$ cat src/core/rdw_cfg.svh
// Offsets, field positions and strides for the receive walker.
// Assumes byte addressing of host memory and a byte-addressed register port.
`ifndef RDW_CFG_SVH
`define RDW_CFG_SVH

// Register offsets
`define RDW_REG_CTRL      8'h00
`define RDW_REG_LIST_BASE 8'h04
`define RDW_REG_CUR_DESC  8'h08
`define RDW_REG_STATUS    8'h0c
`define RDW_REG_VALID     8'h10
`define RDW_REG_INT_STAT  8'h14
`define RDW_REG_INT_EN    8'h18
`define RDW_REG_INT_CLR   8'h1c

// Control register
`define RDW_CTRL_RUN      0

// Descriptor control word fields
`define RDW_RING_WRAP_BIT 25
`define RDW_CHAINED_BIT   24
`define RDW_SIZE2_HI      21
`define RDW_SIZE2_LO      11
`define RDW_SIZE1_HI      10
`define RDW_SIZE1_LO      0

// Descriptor geometry in bytes
`define RDW_DESC_STRIDE   32'h0000_0010
`define RDW_WORD_BYTES    32'h0000_0004
`define RDW_SIZE_STEP     11'h004
`define RDW_LEN_STEP      15'h0004

// Fetched word indices
`define RDW_IDX_CTRL      2'h1
`define RDW_IDX_ADDR1     2'h2
`define RDW_IDX_ADDR2     2'h3

// Completion status word fields
`define RDW_ST_OVERRUN    0
`define RDW_ST_CRC        1
`define RDW_ST_DRIBBLE    2
`define RDW_ST_WATCHDOG   4
`define RDW_ST_FTYPE      5
`define RDW_ST_COLL       6
`define RDW_ST_LAST       8
`define RDW_ST_FIRST      9
`define RDW_ST_RUNT       11
`define RDW_ST_KIND_LO    12
`define RDW_ST_FAULT      14
`define RDW_ST_SUMMARY    15
`define RDW_ST_LEN_LO     16

// Latched receive outcome vector
`define RDW_IN_RUNT       0
`define RDW_IN_COLL       1
`define RDW_IN_FTYPE      2
`define RDW_IN_DRIBBLE    3
`define RDW_IN_CRC        4
`define RDW_IN_OVERRUN    5
`define RDW_IN_WATCHDOG   6
`define RDW_IN_SHORT      7

// Interrupt status bits
`define RDW_INT_FRAME     0
`define RDW_INT_DESC      1
`define RDW_INT_FAULT     2

`endif

$ cat src/core/rdw_pkg.sv
// Types shared by the receive descriptor walker and its descriptor store.
// Assumes rdw_cfg.svh supplies all numeric constants.
package rdw_pkg;

    typedef enum logic [2:0] {
        ST_IDLE,
        ST_FETCH,
        ST_LOADC,
        ST_LOADA1,
        ST_LOADA2,
        ST_BUF,
        ST_WRWAIT,
        ST_NEXT
    } rdw_state_e;

    // Transmit descriptor offers two buffers, each with size and pointer
    typedef struct packed {
        logic [10:0] secondBufferSize;
        logic [10:0] firstBufferSize;
        logic [31:0] bufAddr1;
        logic [31:0] bufAddr2;
    } rdw_tx_desc_s;

    typedef struct packed {
        logic [3:0][31:0] words;
        logic [31:0]      rdData;
    } rdw_store_s;

    typedef struct packed {
        rdw_state_e  state;
        logic        run;
        logic [31:0] listBase;
        logic [31:0] curDesc;
        logic [31:0] nextDesc;
        logic [1:0]  fetchIdx;
        logic [31:0] ctrlWord;
        logic [31:0] addr1;
        logic [31:0] addr2;
        logic [10:0] size2;
        logic [31:0] bufPtr;
        logic [10:0] remain;
        logic        bufSel;
        logic        inFrame;
        logic        startHere;
        logic        descFault;
        logic        lastBeat;
        logic [7:0]  outcome;
        logic [1:0]  dataKind;
        logic [14:0] frameLen;
        logic [31:0] statusWord;
        logic [31:0] validWord;
        logic [2:0]  intStat;
        logic [2:0]  intEn;
        logic        irq;
        logic [31:0] regRdData;
        logic        memRd;
        logic        memWr;
        logic [31:0] memAddr;
        logic [31:0] memWrData;
        logic        rxReady;
    } rdw_walk_s;

endpackage

$ cat src/core/rdw_walker.sv
// Receive descriptor walker: fetches descriptors, fills buffers, reports status.
// Assumes a host memory port that acknowledges each request with memAck.
//
// Overview of operation
// - End-of-ring flag sends the next fetch back to the list base.
// - Chained flag makes the fourth word the next descriptor address.
// - With both flags set, end-of-ring wins and returns to base.
// - Second size from bits 21:11; zero skips it to the next descriptor.
// - Second size is ignored whenever the chained flag is set.
// - First size from bits 10:0; zero skips to the second buffer.
// - Third word is the first buffer address, low two bits zero.
// - Fourth word is the second buffer address, low two bits zero.
// - Late collision or runt: dribble and CRC are not valid.
// - Runt under 14 bytes: frame type also not valid.
// - Overflow or watchdog: runt, collision, dribble and CRC also not valid.
// - Transmit descriptors offer two buffers with own sizes and pointers.
// - Completion status is meaningful only in the last descriptor.
`include "rdw_cfg.svh"

module rdw_walker
    import rdw_pkg::*;
(
    input  wire logic        sys_clk,
    input  wire logic        srst,
    input  wire logic [7:0]  regAddr,
    input  wire logic [31:0] regWrData,
    input  wire logic        regWrStb,
    input  wire logic        regRdStb,
    output logic      [31:0] regRdData,
    output logic             irq,
    output logic             memRd,
    output logic             memWr,
    output logic      [31:0] memAddr,
    output logic      [31:0] memWrData,
    input  wire logic        memAck,
    input  wire logic [31:0] memRdData,
    input  wire logic        rxValid,
    input  wire logic [31:0] rxData,
    input  wire logic        rxLast,
    output logic             rxReady,
    input  wire logic        rxRunt,
    input  wire logic        rxCollision,
    input  wire logic        rxFrameType,
    input  wire logic        rxDribble,
    input  wire logic        rxCrcErr,
    input  wire logic        rxOverrun,
    input  wire logic        rxWatchdog,
    input  wire logic        rxShort,
    input  wire logic [1:0]  rxDataKind
);

    rdw_walk_s   s_q;
    rdw_walk_s   s_d;
    logic [1:0]  storeRdIdx;
    logic [31:0] storeRdData;
    logic        storeWrEn;

    rdw_desc_store u_store (
        .sys_clk (sys_clk),
        .srst    (srst),
        .wrEn    (storeWrEn),
        .wrIdx   (s_q.fetchIdx),
        .wrData  (memRdData),
        .rdIdx   (storeRdIdx),
        .rdData  (storeRdData)
    );

    always_comb begin
        logic        evFrame;
        logic        evDesc;
        logic        evFault;
        logic        ringWrap;
        logic        chained;
        logic [10:0] size1;
        logic [10:0] size2;
        logic        abnormal;
        logic        dribCrcBad;
        logic        runtCollBad;
        logic        ftypeBad;
        logic [7:0]  oc;
        logic [31:0] vw;
        logic [31:0] sw;
        logic [14:0] len;

        evFrame     = 1'b0;
        evDesc      = 1'b0;
        evFault     = 1'b0;
        ringWrap    = s_q.ctrlWord[`RDW_RING_WRAP_BIT];
        chained     = s_q.ctrlWord[`RDW_CHAINED_BIT];
        size1       = s_q.ctrlWord[`RDW_SIZE1_HI:`RDW_SIZE1_LO];
        size2       = chained ? 11'h000 : s_q.ctrlWord[`RDW_SIZE2_HI:`RDW_SIZE2_LO];
        oc          = s_q.outcome;
        abnormal    = oc[`RDW_IN_OVERRUN] | oc[`RDW_IN_WATCHDOG];
        runtCollBad = abnormal;
        dribCrcBad  = abnormal | oc[`RDW_IN_RUNT] | oc[`RDW_IN_COLL];
        ftypeBad    = oc[`RDW_IN_SHORT];
        len         = s_q.frameLen + `RDW_LEN_STEP;
        vw          = '0;
        sw          = '0;
        storeWrEn   = 1'b0;
        storeRdIdx  = `RDW_IDX_CTRL;
        s_d         = s_q;
        s_d.regRdData = '0;

        // Register port
        if (regRdStb) begin
            case (regAddr)
                `RDW_REG_CTRL:      s_d.regRdData = {31'h0, s_q.run};
                `RDW_REG_LIST_BASE: s_d.regRdData = s_q.listBase;
                `RDW_REG_CUR_DESC:  s_d.regRdData = s_q.curDesc;
                `RDW_REG_STATUS:    s_d.regRdData = s_q.statusWord;
                `RDW_REG_VALID:     s_d.regRdData = s_q.validWord;
                `RDW_REG_INT_STAT:  s_d.regRdData = {29'h0, s_q.intStat};
                `RDW_REG_INT_EN:    s_d.regRdData = {29'h0, s_q.intEn};
                default:            s_d.regRdData = '0;
            endcase
        end

        if (regWrStb) begin
            case (regAddr)
                `RDW_REG_CTRL:      s_d.run = regWrData[`RDW_CTRL_RUN];
                `RDW_REG_LIST_BASE: s_d.listBase = regWrData;
                `RDW_REG_INT_EN:    s_d.intEn = regWrData[2:0];
                `RDW_REG_INT_CLR:   s_d.intStat = s_q.intStat & ~regWrData[2:0];
                default:            ;
            endcase
        end

        // Walker
        case (s_q.state)
            ST_IDLE: begin
                if (s_q.run) begin
                    s_d.curDesc  = s_q.listBase;
                    s_d.fetchIdx = `RDW_IDX_CTRL;
                    s_d.memAddr  = s_q.listBase + `RDW_WORD_BYTES;
                    s_d.memRd    = 1'b1;
                    s_d.state    = ST_FETCH;
                end
            end

            ST_FETCH: begin
                if (memAck) begin
                    storeWrEn = 1'b1;
                    if (s_q.fetchIdx == `RDW_IDX_ADDR2) begin
                        s_d.memRd = 1'b0;
                        s_d.state = ST_LOADC;
                    end else begin
                        s_d.fetchIdx = s_q.fetchIdx + 2'h1;
                        s_d.memAddr  = s_q.memAddr + `RDW_WORD_BYTES;
                    end
                end
            end

            ST_LOADC: begin
                s_d.ctrlWord = storeRdData;
                storeRdIdx   = `RDW_IDX_ADDR1;
                s_d.state    = ST_LOADA1;
            end

            ST_LOADA1: begin
                s_d.addr1  = storeRdData;
                storeRdIdx = `RDW_IDX_ADDR2;
                s_d.state  = ST_LOADA2;
            end

            ST_LOADA2: begin
                s_d.addr2 = storeRdData;
                s_d.size2 = size2;
                if (ringWrap) begin
                    s_d.nextDesc = s_q.listBase;
                end else if (chained) begin
                    s_d.nextDesc = storeRdData;
                end else begin
                    s_d.nextDesc = s_q.curDesc + `RDW_DESC_STRIDE;
                end

                if (size1 != 11'h000) begin
                    s_d.bufPtr  = s_q.addr1;
                    s_d.remain  = size1;
                    s_d.bufSel  = 1'b0;
                    s_d.rxReady = 1'b1;
                    s_d.state   = ST_BUF;
                end else if (size2 != 11'h000) begin
                    s_d.bufPtr  = storeRdData;
                    s_d.remain  = size2;
                    s_d.bufSel  = 1'b1;
                    s_d.rxReady = 1'b1;
                    s_d.state   = ST_BUF;
                end else begin
                    evFault       = s_q.inFrame;
                    evDesc        = 1'b1;
                    s_d.descFault = s_q.descFault | s_q.inFrame;
                    s_d.state     = ST_NEXT;
                end
            end

            ST_BUF: begin
                if (rxValid && s_q.rxReady) begin
                    s_d.rxReady   = 1'b0;
                    s_d.memWr     = 1'b1;
                    s_d.memAddr   = s_q.bufPtr;
                    s_d.memWrData = rxData;
                    s_d.lastBeat  = rxLast;
                    s_d.outcome[`RDW_IN_RUNT]     = rxRunt;
                    s_d.outcome[`RDW_IN_COLL]     = rxCollision;
                    s_d.outcome[`RDW_IN_FTYPE]    = rxFrameType;
                    s_d.outcome[`RDW_IN_DRIBBLE]  = rxDribble;
                    s_d.outcome[`RDW_IN_CRC]      = rxCrcErr;
                    s_d.outcome[`RDW_IN_OVERRUN]  = rxOverrun;
                    s_d.outcome[`RDW_IN_WATCHDOG] = rxWatchdog;
                    s_d.outcome[`RDW_IN_SHORT]    = rxShort;
                    s_d.dataKind  = rxDataKind;

                    if (!s_q.inFrame) begin
                        s_d.inFrame   = 1'b1;
                        s_d.startHere = 1'b1;
                        s_d.frameLen  = '0;
                    end
                    s_d.state = ST_WRWAIT;
                end else if (!s_q.run && !s_q.inFrame) begin
                    // Stopped between frames: refuse further beats
                    s_d.rxReady = 1'b0;
                    s_d.state   = ST_IDLE;
                end
            end

            ST_WRWAIT: begin
                if (memAck) begin
                    s_d.memWr    = 1'b0;
                    s_d.frameLen = len;

                    if (s_q.lastBeat) begin
                        // Status only in the descriptor closing the frame
                        vw[`RDW_ST_RUNT]    = ~runtCollBad;
                        vw[`RDW_ST_COLL]    = ~runtCollBad;
                        vw[`RDW_ST_DRIBBLE] = ~dribCrcBad;
                        vw[`RDW_ST_CRC]     = ~dribCrcBad;
                        vw[`RDW_ST_FTYPE]   = ~ftypeBad;

                        sw[`RDW_ST_RUNT]     = oc[`RDW_IN_RUNT] & vw[`RDW_ST_RUNT];
                        sw[`RDW_ST_COLL]     = oc[`RDW_IN_COLL] & vw[`RDW_ST_COLL];
                        sw[`RDW_ST_DRIBBLE]  = oc[`RDW_IN_DRIBBLE] & vw[`RDW_ST_DRIBBLE];
                        sw[`RDW_ST_CRC]      = oc[`RDW_IN_CRC] & vw[`RDW_ST_CRC];
                        sw[`RDW_ST_FTYPE]    = oc[`RDW_IN_FTYPE] & vw[`RDW_ST_FTYPE];
                        sw[`RDW_ST_OVERRUN]  = oc[`RDW_IN_OVERRUN];
                        sw[`RDW_ST_WATCHDOG] = oc[`RDW_IN_WATCHDOG];
                        sw[`RDW_ST_LAST]     = 1'b1;
                        sw[`RDW_ST_FIRST]    = s_q.startHere;
                        sw[`RDW_ST_KIND_LO+1:`RDW_ST_KIND_LO] = s_q.dataKind;
                        sw[`RDW_ST_FAULT]    = s_q.descFault;
                        sw[`RDW_ST_SUMMARY]  = sw[`RDW_ST_RUNT] | sw[`RDW_ST_COLL]
                                             | sw[`RDW_ST_CRC] | abnormal | s_q.descFault;
                        sw[`RDW_ST_LEN_LO+14:`RDW_ST_LEN_LO] = len;

                        vw[`RDW_ST_OVERRUN]  = 1'b1;
                        vw[`RDW_ST_WATCHDOG] = 1'b1;
                        vw[`RDW_ST_LAST]     = 1'b1;
                        vw[`RDW_ST_FIRST]    = 1'b1;
                        vw[`RDW_ST_KIND_LO+1:`RDW_ST_KIND_LO] = 2'h3;
                        vw[`RDW_ST_FAULT]    = 1'b1;
                        vw[`RDW_ST_SUMMARY]  = 1'b1;
                        vw[`RDW_ST_LEN_LO+14:`RDW_ST_LEN_LO] = 15'h7fff;

                        s_d.statusWord = sw;
                        s_d.validWord  = vw;
                        s_d.inFrame    = 1'b0;
                        s_d.descFault  = 1'b0;
                        evFrame        = 1'b1;
                        evDesc         = 1'b1;
                        s_d.state      = ST_NEXT;
                    end else if (s_q.remain <= `RDW_SIZE_STEP) begin
                        if (!s_q.bufSel && (s_q.size2 != 11'h000)) begin
                            s_d.bufPtr  = s_q.addr2;
                            s_d.remain  = s_q.size2;
                            s_d.bufSel  = 1'b1;
                            s_d.rxReady = 1'b1;
                            s_d.state   = ST_BUF;
                        end else begin
                            evDesc    = 1'b1;
                            s_d.state = ST_NEXT;
                        end
                    end else begin
                        s_d.bufPtr  = s_q.bufPtr + `RDW_WORD_BYTES;
                        s_d.remain  = s_q.remain - `RDW_SIZE_STEP;
                        s_d.rxReady = 1'b1;
                        s_d.state   = ST_BUF;
                    end
                end
            end

            ST_NEXT: begin
                s_d.curDesc   = s_q.nextDesc;
                s_d.startHere = 1'b0;
                if (s_q.run) begin
                    s_d.fetchIdx = `RDW_IDX_CTRL;
                    s_d.memAddr  = s_q.nextDesc + `RDW_WORD_BYTES;
                    s_d.memRd    = 1'b1;
                    s_d.state    = ST_FETCH;
                end else begin
                    s_d.state = ST_IDLE;
                end
            end

            default: begin
                s_d.state = ST_IDLE;
            end
        endcase

        // Events win over a clear in the same cycle
        s_d.intStat[`RDW_INT_FRAME] = s_d.intStat[`RDW_INT_FRAME] | evFrame;
        s_d.intStat[`RDW_INT_DESC]  = s_d.intStat[`RDW_INT_DESC] | evDesc;
        s_d.intStat[`RDW_INT_FAULT] = s_d.intStat[`RDW_INT_FAULT] | evFault;
        s_d.irq = |(s_q.intStat & s_q.intEn);
    end

    always_ff @(posedge sys_clk) begin
        if (srst) begin
            s_q       <= '0;
            s_q.state <= ST_IDLE;
        end else begin
            s_q <= s_d;
        end
    end

    assign regRdData = s_q.regRdData;
    assign irq       = s_q.irq;
    assign memRd     = s_q.memRd;
    assign memWr     = s_q.memWr;
    assign memAddr   = s_q.memAddr;
    assign memWrData = s_q.memWrData;
    assign rxReady   = s_q.rxReady;

endmodule // rdw_walker

$ cat src/core/rdw_desc_store.sv
// Four-word store for one fetched receive descriptor.
// Assumes one writer and one reader in the same clock domain.
`include "rdw_cfg.svh"

module rdw_desc_store
    import rdw_pkg::*;
(
    input  wire logic        sys_clk,
    input  wire logic        srst,
    input  wire logic        wrEn,
    input  wire logic [1:0]  wrIdx,
    input  wire logic [31:0] wrData,
    input  wire logic [1:0]  rdIdx,
    output logic      [31:0] rdData
);

    rdw_store_s s_q;
    rdw_store_s s_d;

    always_comb begin
        s_d = s_q;
        if (wrEn) begin
            s_d.words[wrIdx] = wrData;
        end
        s_d.rdData = s_q.words[rdIdx];
        if (wrEn && (wrIdx == rdIdx)) begin
            s_d.rdData = wrData;
        end
    end

    always_ff @(posedge sys_clk) begin
        if (srst) begin
            s_q <= '0;
        end else begin
            s_q <= s_d;
        end
    end

    assign rdData = s_q.rdData;

endmodule // rdw_desc_store

$ cat config.mk
export PLATFORM = sky130hd
export DESIGN_NAME = rdw_walker
export DESIGN_NICKNAME = d
export VERILOG_FILES = /design/src/core/rdw_pkg.sv /design/src/core/rdw_walker.sv /design/src/core/rdw_desc_store.sv
export VERILOG_INCLUDE_DIRS = /design/src /design/src/core
export SDC_FILE = /design/constraint.sdc
export NUM_CORES = 1
export LEC_CHECK = 0
export ABC_AREA = 1
export BUFFER_PORTS_ARGS = -buffer_cell sky130_fd_sc_hd__buf_2
export CORE_ASPECT_RATIO = 0.5
export CORE_MARGIN = 2
export CORE_UTILIZATION = 67
export CTS_BUF_LIST = sky130_fd_sc_hd__clkbuf_8
export CTS_CLUSTER_DIAMETER = 50
export DETAILED_ROUTE_END_ITERATION = 6
export PLACE_DENSITY = 0.88
export RECOVER_POWER = 25
export SYNTH_ARGS = -nofsm -noshare
export SYNTH_HDL_FRONTEND = slang
export SYNTH_SLANG_ARGS = --single-unit
export TNS_END_PERCENT = 5
$ cat constraint.sdc
create_clock -name sys_clk -period 5.15 [get_ports sys_clk]
set_input_delay 0.515 -clock sys_clk [delete_from_list [all_inputs] [get_ports sys_clk]]
set_output_delay 0.515 -clock sys_clk [all_outputs]
set_load 0.02 [all_outputs]
==> reports/metrics.csv <==
metric;value;unit
max incr delay on CP;1.14;ns
Core ar.;37700;µm²
period utilization;78.1;%
failing checks;DRC, capacitance limit, slew limit;
CTS Sinks;535;
WP buf/inv;4;
Power Internal;6.18;mW
adder-cell share of the synthesized area;0.485;%
CP max FO;30;
CTS tree;yes;
register share of total power;51.0;%
Layout Nets;3803;
CP top delay family;buffers and inverters;
post-synth top area share;41.5;%
Num CTS Buffers;73;
CP Launch Type;register;
Psw;2.41;mW
Area Overhead vs Synth;6.86;%
initial antenna violation count;6;
largest family of logic cells by synthesized area;simple AND/OR/NAND/NOR gates;
worst vdd ir;0.000267;V
final number of hold-violating endpoints;0;
sequential area share after synthesis;41.5;%
H-Tree Depth;3;
Final Max Tran Viols;265;
Synth Area in Compound Gates;22.8;%
Synthesized Nets;3807;
Setup Total Neg Slack;0;ns
RSZ-0062 raised after global routing;no;
PwrDens;312;nW/µm²
Top FF cell, synth;dfxtp_1;
Max clock buf depth;3;
clk root buf;clkbuf_8;
reg2reg start;s_q[451]$_SDFFE_PP0P_;
gr ovfl total;0;
clock share of power;40.1;%
residual DRC count;1;
most frequent cells in the layout;nand2_1 (573), dfxtp_1 (535), o21ai_0 (462);
reg2reg setup slack;1.13;ns
post-CTS setup buffers;0;
Slew @ Worst Pin;3.02;ns
required time of the critical path;5.73;ns
hold depth;3;
first drt pass iteration count;7;
Hold EP;memWrData[17]$_SDFFE_PP0P_;
Leak;10.5;nW
R2R Path End;memAddr[26]$_SDFFE_PP0P_;
Post-synth EDFFs;0;
share of async-settable or async-resettable flops after synthesis;0;%
vias in the first global route;24000;
Simple-Gate Fraction of Synth Area;22.9;%
Synth area leader;dfxtp_1;
Ys Warns;0;
clk_skew;0.0262;ns
Post-Syn Area;25800;µm²
vias post-DR;26600;
Max Clock Freq;249;MHz
status;complete, but fails checks;
WL final;87800;µm
post-route ant nets;0;
pre-CTS setup slack;1.42;ns
WP data arrival;4.60;ns
cell repeated most along the worst path;nand2_1;
Tmin final;4.02;ns
WL per Instance;20.6;µm
HP Class;primary input to register;
Die Y;143;µm
IO buf count;220;
Netlist cell types;48;
Starting Density;68.5;%
XOR/XNOR share of the synthesized area;1.49;%
Hold Buf Count CTS;0;
Worst Reg-to-Reg Cells;16;
slowest cell on the critical path;clkbuf_1;
GPL Wtd Cong;1.05;
die width;281;µm
clock slew at reported path FFs;0.07;ns
post-synthesis mux area share;0.0776;%
fraction of layout cells with a size suffix above 1;8.93;%
gr usage total;42.6;%
Critical Path End Type;register;
syn avg cell area;7.02;µm²
commonest non-fill, non-tap cell in the layout;nand2_1;
crit path cell chain;inv_1, nand3_1, clkbuf_1, nand2_1, inv_1, a21oi_1, inv_1, ha_1, nand2_1, nor2_2, nand2_1, nor2_4, nand3_1, nand2_1, nand3_1, a21oi_1;
detailed placement HPWL;59700;µm
first-pass GRT wire length;134000;µm
Starting DRT DRC Count;3533;
synth top area cells;dfxtp_1 (42%), o21ai_0 (9.0%), a21oi_1 (8.9%);
Mapped Cells;3676;
synthesized flop and latch total;535;
die area;40200;µm²
vias per inst;6.26;
WHS;0.0644;ns
worst hold start;rxData[17];
Post-CTS Resized;0;
Net Sw Frac;28.1;%
cell row count;50;
critical path type;register to register;
clk_lat worst skew;0.67;ns
Final setup viols;0;
setup ws final;1.13;ns
combinational power share;9.0;%
slew margin rel.;-101;%
io pins;221;
Max-Cap Viols;4;
largest net degree at the start of global routing;148;
[power groups by stage]
stage                     Clock [mW]  Combinational, mW  Sequential, mW
after floorplan                    0              0.574            4.39
after global placement             0              0.741            4.46
after detailed placement           0              0.749            4.46
after CTS                       3.44              0.755            4.37
after global routing            3.61              0.832            4.38
final                           3.44              0.770            4.38
[final cells by class]
| cell class | instances | area (µm²) |
|---|---|---|
| Multi-Input combinational cell | 2526 | 12400 |
| Sequential cell | 535 | 10700 |
| Fill cell | 3148 | 10100 |
| Clock buffer | 95 | 1310 |
| Timing Repair Buffer | 258 | 1250 |
| Inverter | 278 | 1050 |
| Tap cell | 520 | 651 |
| Clock inverter | 35 | 223 |
| Antenna cell | 6 | 15.0 |
[state kept, by name, indices dropped and copies added, names as in the netlist]
| signal | flops |
|---|---|
| irq | 1 |
| memAddr | 32 |
| memRd | 1 |
| memWr | 1 |
| memWrData | 32 |
| regRdData | 32 |
| rxReady | 1 |
| s_q | 307 |
| u_store.rdData | 32 |
| u_store.s_q | 96 |
[synth_stat cells, types with 4 or more instances]
library cell / instances
a211oi_1: 17
a21oi_1: 457
a221oi_1: 20
a22oi_1: 29
a31oi_1: 38
a41oi_1: 8
and2_1: 7
buf_1: 9
buf_2: 36
buf_4: 100
clkbuf_1: 188
clkinv_1: 4
dfxtp_1: 535
ha_1: 10
inv_1: 264
inv_2: 10
nand2_1: 574
nand3_1: 223
nand3_2: 11
nand3b_1: 6
nand4_1: 22
nor2_1: 407
nor2_2: 10
nor2_4: 10
nor3_1: 66
nor4_1: 11
o211ai_1: 27
o21ai_0: 462
o22ai_1: 27
or2_2: 15
xor2_1: 41
[worst max-delay path by stage]
| stage | startpoint | to | slack [ns] | cells past startpoint |
|---|---|---|---|---|
| after CTS | s_q[449]$_SDFFE_PP0P_ | s_q[239]$_SDFFE_PP0P_ | 1.43 | 11 |
| after detailed placement | s_q[449]$_SDFFE_PP0P_ | s_q[239]$_SDFFE_PP0P_ | 1.42 | 11 |
| after global placement | s_q[449]$_SDFFE_PP0P_ | s_q[237]$_SDFFE_PP0P_ | 1.52 | 11 |
| after floorplan | s_q[451]$_SDFFE_PP0P_ | memAddr[26]$_SDFFE_PP0P_ | 3.07 | 15 |
| after global routing | s_q[449]$_SDFFE_PP0P_ | s_q[307]$_SDFFE_PP0P_ | 0.86 | 5 |
| final | s_q[451]$_SDFFE_PP0P_ | memAddr[26]$_SDFFE_PP0P_ | 1.13 | 16 |
[logic make-up after synthesis]
group	after synthesis
simple gates	1372
compound gates	1098
buf+inv	615
flops	535
xor+xnor	44
fa+ha+maj	10
mux	2
[per-stage QoR]
stage	cell area, µm²	cells	util (%)	power [mW]
2_1_floorplan	25800	3676	-	4.96
3_3_place_gp	26200	4117	69.5	5.20
3_5_place_dp	26200	4117	69.5	5.21
4_1_cts	27700	4247	73.6	8.56
5_1_grt	27600	4250	73.2	8.82
6_report	27600	4253	73.2	8.59
[metal layers]
metal / GRT usage, % / wire [µm] / part of all wire (%) / vias up
met3: 13.0 / 12200 / 14 / 258
met1: 57.5 / 34900 / 40 / 12300
met2: 62.2 / 36600 / 42 / 1744
met5: 2.56 / 138 / 0.16 / -
li1: - / - / - / 12300
met4: 19.8 / 3940 / 4.5 / 2
[worst reg2reg max path, cell delays in order, from the launching register on]
cell and delay, ns:
dfxtp_1 0.50, inv_1 0.20, nand3_1 0.17, clkbuf_1 1.14
nand2_1 0.18, inv_1 0.18, a21oi_1 0.16, inv_1 0.10
ha_1 0.18, nand2_1 0.10, nor2_2 0.17, nand2_1 0.16
nor2_4 0.27, nand3_1 0.14, nand2_1 0.09, nand3_1 0.07
a21oi_1 0.13
Note: power is estimated with default switching activity, not from simulation.
